### src/afc_lpi_pkg.sv
// shared constants for the auto flow control and lpi statistics block
package afc_lpi_pkg;
   // system register byte offsets
   localparam logic [7:0] OFS_IND_CMD = 8'ha0;
   localparam logic [7:0] OFS_IND_VAL = 8'ha4;
   localparam logic [7:0] OFS_AUTO_FLOW_CONFIG = 8'hac;
   localparam logic [7:0] OFS_RX_LPI_CNT = 8'hb0;
   localparam logic [7:0] OFS_RX_LPI_TIME = 8'hb4;
   localparam logic [7:0] OFS_TX_LPI_CNT = 8'hb8;
   localparam logic [7:0] OFS_TX_LPI_TIME = 8'hbc;
   // indirect mac register indices
   localparam logic [7:0] IDX_MAC_CTRL = 8'h01;
   localparam logic [7:0] IDX_PHY_ACC = 8'h06;
   localparam logic [7:0] IDX_PHY_VAL = 8'h07;
   localparam logic [7:0] IDX_FLOW = 8'h08;
   // indirect command fields
   localparam int CMD_BUSY_BIT = 31;
   localparam int CMD_RNW_BIT = 30;
   // auto flow config fields
   localparam int CFG_HI_LSB = 16;
   localparam int CFG_LO_LSB = 8;
   localparam int CFG_DUR_LSB = 4;
   localparam int CFG_MCAST_BIT = 3;
   localparam int CFG_BCAST_BIT = 2;
   localparam int CFG_OWN_BIT = 1;
   localparam int CFG_ANY_BIT = 0;
   localparam logic [31:0] CFG_USED_MASK = 32'h00ffffff;
   // mac control fields
   localparam int CTRL_EEE_BIT = 25;
   localparam int CTRL_FDPX_BIT = 20;
   localparam int CTRL_TXEN_BIT = 3;
   localparam logic [31:0] CTRL_RESET = 32'h00040000;
   // phy management access fields
   localparam int ACC_BUSY_BIT = 0;
   localparam int ACC_WRITE_BIT = 1;
   localparam int FLOW_TIME_LSB = 16;
   // threshold granularity in bytes, as a shift
   localparam int THR_SHIFT = 6;
   localparam int LEVEL_W = 14;
   // timing
   localparam int CLK_PERIOD_NS = 8;
   localparam int US_NS = 1000;
   localparam int CYCLES_PER_US = US_NS / CLK_PERIOD_NS;
   localparam int EXTRA_10M_NS = 2200;
   localparam int TIMER_W = 20;
endpackage

### src/afc_lpi.sv
// automatic receive flow control trigger with eee lpi statistics
`timescale 1ns/1ns

module afc_lpi #(
   parameter int US_CYCLES = afc_lpi_pkg::CYCLES_PER_US
) (
   // clock and reset
   input wire logic ref_clk,
   input wire logic nrst,
   // system register port
   input wire logic [7:0] csr_addr,
   input wire logic csr_wr,
   input wire logic csr_rd,
   input wire logic [31:0] csr_wdata,
   output logic [31:0] csr_rdata,
   // receive path status
   input wire logic [afc_lpi_pkg::LEVEL_W-1:0] rx_fifo_level,
   input wire logic rx_preamble,
   input wire logic rx_da_valid,
   input wire logic rx_da_bcast,
   input wire logic rx_da_mcast,
   input wire logic rx_da_own,
   input wire logic link_100m,
   // flow control actions
   output logic jam_active,
   output logic pause_req,
   output logic pause_zero_req,
   input wire logic pause_ack,
   output logic [15:0] pause_time,
   // lpi signals
   input wire logic rx_lpi_pin,
   input wire logic tx_lpi_req,
   // phy management engine
   output logic mgmt_start,
   output logic [31:0] mgmt_access,
   output logic [15:0] mgmt_wdata,
   input wire logic mgmt_done,
   input wire logic [15:0] mgmt_rdata,
   // mode outputs
   output logic full_duplex,
   output logic eee_enable
);
   import afc_lpi_pkg::*;

   // duration code to cycles; 10m adds a fixed pad
   function automatic logic [TIMER_W-1:0] dur_cycles(input logic [3:0] code,
                                                     input logic fast);
      int us;
      int cyc;
      case (code)
         4'h0: us = 5;
         4'h1: us = 10;
         4'h2: us = 15;
         4'h3: us = 25;
         4'h4: us = 50;
         default: us = (int'(code) - 3) * 50;
      endcase
      cyc = us * US_CYCLES;
      if (!fast)
         cyc = cyc + (EXTRA_10M_NS * US_CYCLES) / US_NS;
      return cyc[TIMER_W-1:0];
   endfunction

   // registers
   logic [31:0] cfg_r; // auto_flow_config
   logic [31:0] ind_cmd_r; // indirect_command
   logic [31:0] ind_val_r; // indirect_value
   logic [31:0] ctrl_r; // mac_control
   logic [31:0] flow_r; // mac_flow_control
   logic [31:0] phy_acc_r; // phy_mgmt_access
   logic [31:0] phy_val_r; // phy_mgmt_value
   logic [31:0] rx_cnt_r; // rx_lpi_entry_count
   logic [31:0] rx_time_r; // rx_lpi_total_time
   logic [31:0] tx_cnt_r; // tx_lpi_entry_count
   logic [31:0] tx_time_r; // tx_lpi_total_time
   logic [31:0] rdata_r;
   logic [31:0] ind_rd;
   logic ind_wr;

   // flow control state
   logic above_hi;
   logic below_lo;
   logic above_hi_r;
   logic hi_reach;
   logic tx_on;
   logic any_en;
   logic class_en;
   logic [TIMER_W-1:0] bp_timer_r;
   logic jam_r;
   logic pause_r;
   logic zero_r;
   logic pause_sent_r;
   logic class_hit;

   // lpi state
   logic rx_lpi_s1_r;
   logic rx_lpi_s2_r;
   logic rx_lpi_d_r;
   logic tx_lpi_d_r;
   logic [TIMER_W-1:0] us_cnt_r;
   logic us_tick;

   assign eee_enable = ctrl_r[CTRL_EEE_BIT];
   assign full_duplex = ctrl_r[CTRL_FDPX_BIT];
   assign tx_on = ctrl_r[CTRL_TXEN_BIT];
   assign pause_time = flow_r[31:FLOW_TIME_LSB];
   assign csr_rdata = rdata_r;
   assign jam_active = jam_r;
   assign pause_req = pause_r;
   assign pause_zero_req = zero_r;
   assign mgmt_access = phy_acc_r;
   assign mgmt_wdata = phy_val_r[15:0];

   // indirect write fires when busy is written as one with the read bit clear
   assign ind_wr = ind_cmd_r[CMD_BUSY_BIT] && !ind_cmd_r[CMD_RNW_BIT];

   // indirect readback; reserved and absent indices read zero
   always_comb
   begin
      case (ind_cmd_r[7:0])
         IDX_MAC_CTRL: ind_rd = ctrl_r;
         IDX_PHY_ACC: ind_rd = phy_acc_r;
         IDX_PHY_VAL: ind_rd = phy_val_r;
         IDX_FLOW: ind_rd = flow_r;
         default: ind_rd = 32'h00000000;
      endcase
   end

   // command register; busy holds one cycle while the move happens
   always_ff @(posedge ref_clk)
   begin
      if (!nrst)
         ind_cmd_r <= 32'h00000000;
      else if (csr_wr && csr_addr == OFS_IND_CMD)
         ind_cmd_r <= csr_wdata;
      else
         ind_cmd_r[CMD_BUSY_BIT] <= 1'b0;
   end

   // value register; a finished read fetches the indexed register
   always_ff @(posedge ref_clk)
   begin
      if (!nrst)
         ind_val_r <= 32'h00000000;
      else if (ind_cmd_r[CMD_BUSY_BIT] && ind_cmd_r[CMD_RNW_BIT])
         ind_val_r <= ind_rd;
      else if (csr_wr && csr_addr == OFS_IND_VAL)
         ind_val_r <= csr_wdata;
   end

   // indirect mac registers written from the value register
   always_ff @(posedge ref_clk)
   begin
      if (!nrst)
      begin
         ctrl_r <= CTRL_RESET;
         flow_r <= 32'h00000000;
      end
      else if (ind_wr)
      begin
         if (ind_cmd_r[7:0] == IDX_MAC_CTRL)
            ctrl_r <= ind_val_r;
         if (ind_cmd_r[7:0] == IDX_FLOW)
            flow_r <= ind_val_r;
      end
   end

   // phy access; busy set by software, cleared by engine, set wins
   always_ff @(posedge ref_clk)
   begin
      if (!nrst)
         phy_acc_r <= 32'h00000000;
      else if (ind_wr && ind_cmd_r[7:0] == IDX_PHY_ACC)
         phy_acc_r <= ind_val_r;
      else if (mgmt_done)
         phy_acc_r[ACC_BUSY_BIT] <= 1'b0;
   end

   // phy data; engine read result lands here
   always_ff @(posedge ref_clk)
   begin
      if (!nrst)
         phy_val_r <= 32'h00000000;
      else if (ind_wr && ind_cmd_r[7:0] == IDX_PHY_VAL)
         phy_val_r <= ind_val_r;
      else if (mgmt_done && !phy_acc_r[ACC_WRITE_BIT])
         phy_val_r <= {16'h0000, mgmt_rdata};
   end

   // start pulse when an access with busy is posted
   always_ff @(posedge ref_clk)
   begin
      if (!nrst)
         mgmt_start <= 1'b0;
      else
         mgmt_start <= ind_wr && ind_cmd_r[7:0] == IDX_PHY_ACC && ind_val_r[ACC_BUSY_BIT];
   end

   // flow config; reserved top byte stays zero
   always_ff @(posedge ref_clk)
   begin
      if (!nrst)
         cfg_r <= 32'h00000000;
      else if (csr_wr && csr_addr == OFS_AUTO_FLOW_CONFIG)
         cfg_r <= csr_wdata & CFG_USED_MASK;
   end

   // read data registered, unmapped offsets answer zero
   always_ff @(posedge ref_clk)
   begin
      if (!nrst)
         rdata_r <= 32'h00000000;
      else if (csr_rd)
      begin
         case (csr_addr)
            OFS_IND_CMD: rdata_r <= ind_cmd_r;
            OFS_IND_VAL: rdata_r <= ind_val_r;
            OFS_AUTO_FLOW_CONFIG: rdata_r <= cfg_r;
            OFS_RX_LPI_CNT: rdata_r <= rx_cnt_r;
            OFS_RX_LPI_TIME: rdata_r <= rx_time_r;
            OFS_TX_LPI_CNT: rdata_r <= tx_cnt_r;
            OFS_TX_LPI_TIME: rdata_r <= tx_time_r;
            default: rdata_r <= 32'h00000000;
         endcase
      end
   end

   // level compare in 64 byte units
   assign above_hi = rx_fifo_level >= {cfg_r[CFG_HI_LSB +: 8], 6'h00};
   assign below_lo = rx_fifo_level < {cfg_r[CFG_LO_LSB +: 8], 6'h00};
   assign hi_reach = above_hi && !above_hi_r;
   assign any_en = cfg_r[CFG_ANY_BIT];
   // class enables only in half duplex and only without any-frame
   assign class_en = !full_duplex && !any_en;
   assign class_hit = rx_da_valid && class_en &&
                      ((cfg_r[CFG_BCAST_BIT] && rx_da_bcast) ||
                       (cfg_r[CFG_OWN_BIT] && rx_da_own) ||
                       (cfg_r[CFG_MCAST_BIT] && rx_da_mcast));

   // edge memory of the high level
   always_ff @(posedge ref_clk)
   begin
      if (!nrst)
         above_hi_r <= 1'b0;
      else
         above_hi_r <= above_hi;
   end

   // backpressure window starts at the level crossing, not the jam
   always_ff @(posedge ref_clk)
   begin
      if (!nrst)
         bp_timer_r <= '0;
      else if (hi_reach && !full_duplex && tx_on && cfg_r[3:0] != 4'h0)
         bp_timer_r <= dur_cycles(cfg_r[CFG_DUR_LSB +: 4], link_100m);
      else if (bp_timer_r != '0)
         bp_timer_r <= bp_timer_r - 1'b1;
   end

   // jam on a matching frame inside the window
   always_ff @(posedge ref_clk)
   begin
      if (!nrst)
         jam_r <= 1'b0;
      else if (!tx_on || full_duplex || bp_timer_r == '0)
         jam_r <= 1'b0;
      else if ((any_en && rx_preamble) || class_hit)
         jam_r <= 1'b1;
   end

   // pause request held until the transmitter takes it
   always_ff @(posedge ref_clk)
   begin
      if (!nrst)
         pause_r <= 1'b0;
      else if (!tx_on)
         pause_r <= 1'b0;
      else if (hi_reach && full_duplex && any_en)
         pause_r <= 1'b1;
      else if (pause_ack)
         pause_r <= 1'b0;
   end

   // remembers that a pause went out at the high level
   always_ff @(posedge ref_clk)
   begin
      if (!nrst)
         pause_sent_r <= 1'b0;
      else if (hi_reach && full_duplex && any_en && tx_on)
         pause_sent_r <= 1'b1;
      else if (zero_r && pause_ack)
         pause_sent_r <= 1'b0;
   end

   // zero time pause once the level drains below low
   always_ff @(posedge ref_clk)
   begin
      if (!nrst)
         zero_r <= 1'b0;
      else if (!tx_on)
         zero_r <= 1'b0;
      else if (pause_sent_r && !pause_r && below_lo && any_en && !zero_r)
         zero_r <= 1'b1;
      else if (pause_ack)
         zero_r <= 1'b0;
   end

   // rx lpi pin from the phy is asynchronous, two flops first
   always_ff @(posedge ref_clk)
   begin
      if (!nrst)
      begin
         rx_lpi_s1_r <= 1'b0;
         rx_lpi_s2_r <= 1'b0;
         rx_lpi_d_r <= 1'b0;
         tx_lpi_d_r <= 1'b0;
      end
      else
      begin
         rx_lpi_s1_r <= rx_lpi_pin;
         rx_lpi_s2_r <= rx_lpi_s1_r;
         rx_lpi_d_r <= rx_lpi_s2_r;
         tx_lpi_d_r <= tx_lpi_req;
      end
   end

   // microsecond prescaler; free running so time is not lost
   assign us_tick = us_cnt_r == TIMER_W'(US_CYCLES - 1);
   always_ff @(posedge ref_clk)
   begin
      if (!nrst || us_tick)
         us_cnt_r <= '0;
      else
         us_cnt_r <= us_cnt_r + 1'b1;
   end

   // entry counters; wrap silently at the top
   always_ff @(posedge ref_clk)
   begin
      if (!nrst || !eee_enable)
      begin
         rx_cnt_r <= 32'h00000000;
         tx_cnt_r <= 32'h00000000;
      end
      else
      begin
         if (rx_lpi_s2_r && !rx_lpi_d_r)
            rx_cnt_r <= rx_cnt_r + 1'b1;
         if (tx_lpi_req && !tx_lpi_d_r)
            tx_cnt_r <= tx_cnt_r + 1'b1;
      end
   end

   // time counters; resolution is one tick, partial us may be lost
   always_ff @(posedge ref_clk)
   begin
      if (!nrst || !eee_enable)
      begin
         rx_time_r <= 32'h00000000;
         tx_time_r <= 32'h00000000;
      end
      else if (us_tick)
      begin
         if (rx_lpi_s2_r)
            rx_time_r <= rx_time_r + 1'b1;
         if (tx_lpi_req)
            tx_time_r <= tx_time_r + 1'b1;
      end
   end
endmodule

### config.mk
export PLATFORM = sky130hd
export DESIGN_NAME = afc_lpi
export DESIGN_NICKNAME = d
export VERILOG_FILES = /design/src/afc_lpi_pkg.sv /design/src/afc_lpi.sv
export SDC_FILE = /design/constraint.sdc
export NUM_CORES = 1
export LEC_CHECK = 0
export ABC_CLOCK_PERIOD_IN_PS = 25200
export BUFFER_PORTS_ARGS = -buffer_cell sky130_fd_sc_hd__buf_2
export CORE_ASPECT_RATIO = 1.25
export CORE_MARGIN = 4
export CORE_UTILIZATION = 45
export CTS_CLUSTER_SIZE = 30
export DETAILED_ROUTE_END_ITERATION = 10
export SETUP_SLACK_MARGIN = 0.3
export SYNTH_ARGS = -nofsm -noshare
export SYNTH_HDL_FRONTEND = slang
export SYNTH_SLANG_ARGS = --single-unit
### constraint.sdc
create_clock -name ref_clk -period 25.2 [get_ports ref_clk]
set_input_delay 5.04 -clock ref_clk [delete_from_list [all_inputs] [get_ports ref_clk]]
set_output_delay 5.04 -clock ref_clk [all_outputs]
set_load 0.05 [all_outputs]
==> results of run 1 <==
## sequential cells by signal, summed over array words and instances (netlist names), 20 cells and up
| register | cells |
|---|---|
| bp_timer_r | 20 |
| cfg_r | 24 |
| csr_rdata | 32 |
| ctrl_r | 32 |
| flow_r | 32 |
| ind_cmd_r | 32 |
| ind_val_r | 32 |
| mgmt_access | 32 |
| phy_val_r | 32 |
| rx_cnt_r | 32 |
| rx_time_r | 32 |
| tx_cnt_r | 32 |
| tx_time_r | 32 |
| us_cnt_r | 20 |
## synthesized netlist by cell type, drive strengths merged, types with 13 or more instances
master / instances
a211oi: 48
clkbuf: 153
o21ai: 42
and3: 40
ha: 87
dfxtp: 426
a22oi: 64
xnor2: 69
nand4: 30
inv: 132
a311oi: 17
buf: 41
nand2: 513
a222oi: 52
or3: 34
a21oi: 324
fa: 45
nor4: 16
and2: 14
a31oi: 32
xor2: 107
nand2b: 14
nor2b: 13
nor3: 23
nor2: 268
nand3: 64
a21o: 14
## worst max path at each step
stage / from / to / depth (start not counted)
floorplan: cfg_r[5] / bp_timer_r[18] / 30
global placement: cfg_r[4] / bp_timer_r[18] / 28
detailed placement: cfg_r[4] / bp_timer_r[18] / 28
CTS: cfg_r[4] / bp_timer_r[18] / 28
global route: cfg_r[4] / bp_timer_r[18] / 28
finish: cfg_r[4] / bp_timer_r[18] / 27
## worst register-to-register path, stage by stage, from the launching register on
cell and delay, ps:
dfxtp_1 420, ha_1 380, or3_1 490, fa_1 580, inv_1 50, ha_1 230
fa_1 460, ha_1 350, a21oi_1 210, nand2b_1 150, mux2i_1 70, nor2_1 660
inv_1 300, fa_1 600, inv_1 50, fa_1 460, fa_1 550, inv_1 60
fa_1 520, inv_1 40, ha_1 280, or3_1 410, nor3_1 330, a211oi_4 120
xnor2_1 140, or4_1 530, or3_1 320, a31oi_1 200
## report_power, final
group | internal [mW] | switching, mW | leakage, nW | total [mW]
sequential | 0.688 | 0.0151 | 3.44 | 0.703
clock | 0.384 | 0.281 | 0.704 | 0.665
combinational | 0.0628 | 0.0868 | 4.99 | 0.150
## cell type report
type,count,area (um^2),area share (%)
Antenna cell,8,20.0,0.0801
Clock inverter,14,179,0.716
Tap cell,651,815,3.26
Clock buffer,62,1270,5.08
Sequential cell,426,8530,34.1
Timing Repair Buffer,214,1140,4.58
Inverter,132,503,2.01
Multi-Input combinational cell,2023,12500,50.1
## cell families (layout without fill, tap and decap cells)
logic type | after synthesis | after routing
flip-flops | 426 | 426
adder cells (fa/ha/maj) | 132 | 132
buffers and inverters | 326 | 422
XOR/XNOR | 176 | 176
AO/OA/AOI/OAI | 633 | 633
other | 1 | 9
AND/OR/NAND/NOR | 1070 | 1070
multiplexers | 11 | 11
## per-stage QoR
| stage | util [%] | std cells | hold slack, ps | cell area, um^2 |
|---|---|---|---|---|
| 3_5_place_dp | 47.8 | 3446 | 440 | 23500 |
| 6_report | 50.8 | 3530 | 445 | 25000 |
| 4_1_cts | 50.8 | 3522 | 454 | 25000 |
| 5_1_grt | 50.8 | 3525 | 468 | 25000 |
| 3_3_place_gp | 47.8 | 3446 | 428 | 23500 |
| 2_1_floorplan | - | 2775 | 412 | 22300 |
## routing by layer
layer / routed length (um) / global-route usage, % / vias up / part of all wire, %
li1: - / - / 9672 / -
met1: 26700 / 29.2 / 9676 / 38
met2: 36800 / 46.7 / 654 / 52
met3: 4600 / 4.72 / 148 / 6.5
met4: 2810 / 9.99 / 12 / 4.0
met5: 79 / 0 / - / 0.11
==> metrics, run 1 <==
run status completed; initial drt markers 1816; hold path depth 1; Die Y 257 um; leading cell type in the layout, fill and taps excluded nand2_1; Synth Instances 2775; largest family of logic cells by synthesized area simple AND/OR/NAND/NOR gates; total power 1.52 mW; Post-CTS Setup Repair Bufs 0; syn nets 2991; largest net degree at the start of global routing 172; routability cong. 0.883; FF-to-FF End bp_timer_r[18]; commonest non-fill, non-tap cells in the layout 510 x nand2_1, 426 x dfxtp_1, 324 x a21oi_1, 264 x nor2_1, 185 x buf_2; layout overhead on the synthesized area 11.9%; largest cells by area after synthesis dfxtp_1 38%, nand2_1 8.6%, a21oi_1 7.3%; Final Hold Fails 0; Post-CTS Hold Fix Bufs 0; Worst Setup End Kind flop; Initial Utilization 45.4%; Pleak 9.13 nW; Reg2Reg Depth 27; PD cells 60.7 nW/um^2; Synth Cell Area 22300 um^2; vias per inst 5.71; CTS clk-pin slew, worst paths 60 ps; Total GRT Usage 25.4%; period utilisation layout 35.9%; relative max-transition margin 11.7%; clock latency on the worst-skew pair 590 ps; post-route DRC violation count 0; Place WS 16110 ps; number of H-tree levels 2; max frequency 111 MHz; CTS Root Cell clkbuf_16; final setup margin 16160 ps; worst vdd ir 0.0000783 V; Critical-path top delay cell nor2_1; worst path bufs/invs 5; row cnt 91; fraction of layout cells with a size suffix above 1 11.1%; Reg2Reg Setup Slack 16160 ps; Worst Setup Start Kind flop; YS warnings 0; initial antenna violation count 12; hold path endpoint rx_lpi_s2_r; die area 53300 um^2; first-pass GRT wire length 110000 um; final setup fails 0; total number of vias 20162; Post-Synth Simple-Gate Area 21.3%; fillcell total 4820; R2R Path Start cfg_r[4]; Yosys top cell by area dfxtp_1; worst-margin pin slew 1320 ps; most frequent cell on the critical path fa_1; dominant synthesized flop cell dfxtp_1; hold_sp rx_lpi_s1_r; xor/xnor share of the synthesized area 6.90%; post-detail-place hpwl 51000 um; post-synth cell types 73; vias in the first global route 19367; RSZ-0062 raised after global routing false; critical path class reg -> reg; Largest stage delay, worst path 660 ps; Synth Area in Adders 8.91%; post-cts resize count 0; port bufs 185; post-synthesis mux area share 0.499%; Tmin final 9040 ps; clock skew 23.8 ps; Setup Total Neg Slack 0 ps; Max Root-Sink Buffers 3; Synth Area in Compound Gates 18.1%; hold crit path type reg -> reg; CTS tree yes; die width 207 um; I/O Pins 186; Arr. time, crit path 9530 ps; Core Area 49200 um^2; Final Slew Violations 0; family with the most delay on the worst path adder cells; TritonCTS Buffers 45; post-synthesis async set-or-reset flop share 0%; CP required 25700 ps; Yosys top cell area share 38.2%; Post-synth EDFFs 0; GRT Residual Overflow 0; WL/cell 20.1 um; average size of a mapped cell 8.05 um^2; Sink Count 426; sequential share of the synthesized area 38.2%; Post-Route WL 71000 um; Post-DRT Antenna Nets 0; worst-path maximum fanout 11; post-layout net count 3058; number of synthesized register bits 426; drt pass-1 iters 7; Max-Cap Viols 0
Power figures use the tool's default switching activity.
==> run 2: changes to the inputs <==
--- a/config.mk
+++ b/config.mk
@@ -5,7 +5,7 @@
 export SDC_FILE = /design/constraint.sdc
 export NUM_CORES = 1
 export LEC_CHECK = 0
-export ABC_CLOCK_PERIOD_IN_PS = 25200
+export ABC_CLOCK_PERIOD_IN_PS = 8700
 export BUFFER_PORTS_ARGS = -buffer_cell sky130_fd_sc_hd__buf_2
 export CORE_ASPECT_RATIO = 1.25
 export CORE_MARGIN = 4
==> constraint.sdc (replaced) <==
create_clock -name ref_clk -period 8.7 [get_ports ref_clk]
set_input_delay 1.74 -clock ref_clk [delete_from_list [all_inputs] [get_ports ref_clk]]
set_output_delay 1.74 -clock ref_clk [all_outputs]
set_load 0.05 [all_outputs]
==> metrics, run 2 (synthesized netlist as in run 1, its figures left out) <==
top routing layer used met5; max frequency 125 MHz (+13%); CP endpoint bp_timer_r[18]; Tmin final 8010 ps (-1030 ps); post-route DRC violation count 0 (unchanged); port bufs 185 (unchanged); routed wl met3 4370 um (-4.9%); Reg2Reg Setup Slack 690 ps (-15470 ps); Reg2Reg Depth 29 (+7.4%); number of H-tree levels 2 (unchanged); clock skew 14.7 ps (-9.10 ps); CTS tree yes; worst vdd ir 0.000176 V (+130%); RSZ-0062 raised after global routing false; CP required 9210 ps (-16490 ps); WL/cell 20.1 um (about the same); Worst Setup End Kind flop; Max-Cap Viols 0 (unchanged); metal2 WL 36200 um (-1.6%); layout overhead on the synthesized area 12.7%; logic gate share of total power 9.6% (-0.3 points); period utilisation layout 92.0% (+56 points); Final Hold Fails 0 (unchanged); vias per inst 5.71 (about the same); hold crit path type reg -> reg; routability cong. 0.873 (-1.1%); initial drt markers 1678 (-7.6%); Initial Utilization 45.4% (unchanged); Die Y 257 um (unchanged); initial antenna violation count 11 (-1); sequential power share 45.4% (-0.9 points); Arr. time, crit path 8520 ps (-1010 ps); final setup fails 0 (unchanged); commonest non-fill, non-tap cells in the layout 510 x nand2_1, 425 x dfxtp_1, 322 x a21oi_1, 262 x nor2_1, 185 x buf_2; leading cell type in the layout, fill and taps excluded nand2_1; run status completed; TritonCTS Buffers 44 (-2.2%); clock latency on the worst-skew pair 580 ps (about the same); internal power 3.37 mW (+200%); Final Slew Violations 0 (unchanged); Clock power frac 44.9% (+1.1 points); PD cells 178 nW/um^2 (+190%); most frequent cell on the critical path ha_1; drt pass-1 iters 9 (+2); post-layout net count 3065 (+0.23%); Post-DRT Antenna Nets 0 (unchanged); Worst Setup Start Kind flop; Post-CTS Hold Fix Bufs 0 (unchanged); Largest stage delay, worst path 550 ps (-110 ps); Metal-1 WL 27300 um (+2.1%); worst-margin pin slew 1260 ps (-65.6 ps); Sink Count 426 (unchanged); critical path class reg -> reg; Cell Count Post-Placement 3449 (+0.087%); switching power 1.11 mW (+190%); Cell Count, Final, Fillers Out 3540 (+0.28%); FF-to-FF End bp_timer_r[18]; Pleak 9.24 nW (+1.2%); largest net degree at the start of global routing 183 (+6.4%); R2R Path Start cfg_r[5]; Critical-path top delay cell fa_1; hold_ws 450 ps (+4.93 ps); Core Area 49200 um^2 (unchanged); CTS Root Cell clkbuf_16; relative max-transition margin 16.2% (+4.5 points); total number of vias 20214 (+0.26%); I/O Pins 186 (unchanged); total power 4.48 mW (+200%); die area 53300 um^2 (unchanged); CTS clk-pin slew, worst paths 60 ps (about the same); vias in the first global route 19280 (-0.45%); fraction of layout cells with a size suffix above 1 11.9% (+0.76 points); post-detail-place hpwl 51100 um (+0.11%); die width 207 um (unchanged); Setup Total Neg Slack 0 ps (unchanged); Total GRT Usage 25.4% (-0.034 points); switching part of the total 24.8% (-0.47 points); Max Root-Sink Buffers 3 (unchanged); row cnt 91 (unchanged); first-pass GRT wire length 109000 um (-0.36%); GRT Residual Overflow 0 (unchanged); CP Launch Point cfg_r[5]; worst-path maximum fanout 9 (-2); Post-Route WL 71200 um (+0.22%)
[run 2: changes by cell type in the layout (fill, tap and decap cells not counted), sizes merged]
cell      delta
clkinvlp     -2
bufinv       +2
inv          -3
clkinv       +5
buf          +8
clkbuf       +1
diode        -1
[run 2: worst min path at each step]
| stage | endpoint | from | cells after the start |
|---|---|---|---|
| after floorplan | rx_lpi_s2_r | rx_lpi_s1_r | 1 |
| after global placement | rx_lpi_s2_r | rx_lpi_s1_r | 1 |
| after detailed placement | rx_lpi_s2_r | rx_lpi_s1_r | 1 |
| after CTS | ctrl_r[31] | ctrl_r[31] | 2 |
| after global routing | rx_lpi_s2_r | rx_lpi_s1_r | 1 |
| final | rx_lpi_s2_r | rx_lpi_s1_r | 1 |
[run 2: timing repair]
| item | CTS | global route |
|---|---|---|
| buffers inserted | 0 | 5 |
| setup endpoints to repair | 1 | 5 |
| resized for setup | 1 | 9 |
| pin swaps | 0 | 2 |
[run 2: through the flow]
step / setup slack (ps) / utilization, % / instance area [um^2]
5_1_grt: 294 / 51.1 / 25100
3_3_place_gp: 429 / 47.9 / 23500
6_report: 693 / 51.1 / 25200
3_5_place_dp: 281 / 47.9 / 23500
2_1_floorplan: 422 / - / 22300
4_1_cts: 363 / 51.0 / 25100
[run 2: critical path, delay by kind of cell, from the launching register on]
| kind | cells | cell delay, ps |
|---|---|---|
| compound gates | 6 | 980 |
| xor+xnor | 2 | 370 |
| fa+ha+maj | 10 | 3940 |
| buf+inv | 4 | 300 |
| flops | 1 | 360 |
| mux | 1 | 220 |
| simple gates | 6 | 1790 |
[run 2: power by group through the flow]
stage | clock network (mW) | logic, mW | registers [mW]
after global placement | 0 | 0.421 | 2.08
after floorplan | 0 | 0.340 | 2.07
final | 2.01 | 0.432 | 2.04
after global routing | 2.12 | 0.483 | 2.04
after detailed placement | 0 | 0.429 | 2.08
after CTS | 2.05 | 0.432 | 2.04
[run 2: cell type report]
type | instances | area, um^2
Multi-Input combinational cell | 2023 | 12600
Clock buffer | 63 | 1320
Clock inverter | 16 | 219
Sequential cell | 426 | 8530
Timing Repair Buffer | 222 | 1200
Fill cell | 4794 | 24000
Antenna cell | 7 | 17.5
Tap cell | 651 | 815
Inverter | 132 | 503
[run 2: layer usage]
metal	global-route usage, %	up-vias
met3	4.48	169
met4	10.9	10
met5	0	-
li1	-	9708
met1	29.6	9703
met2	45.8	624
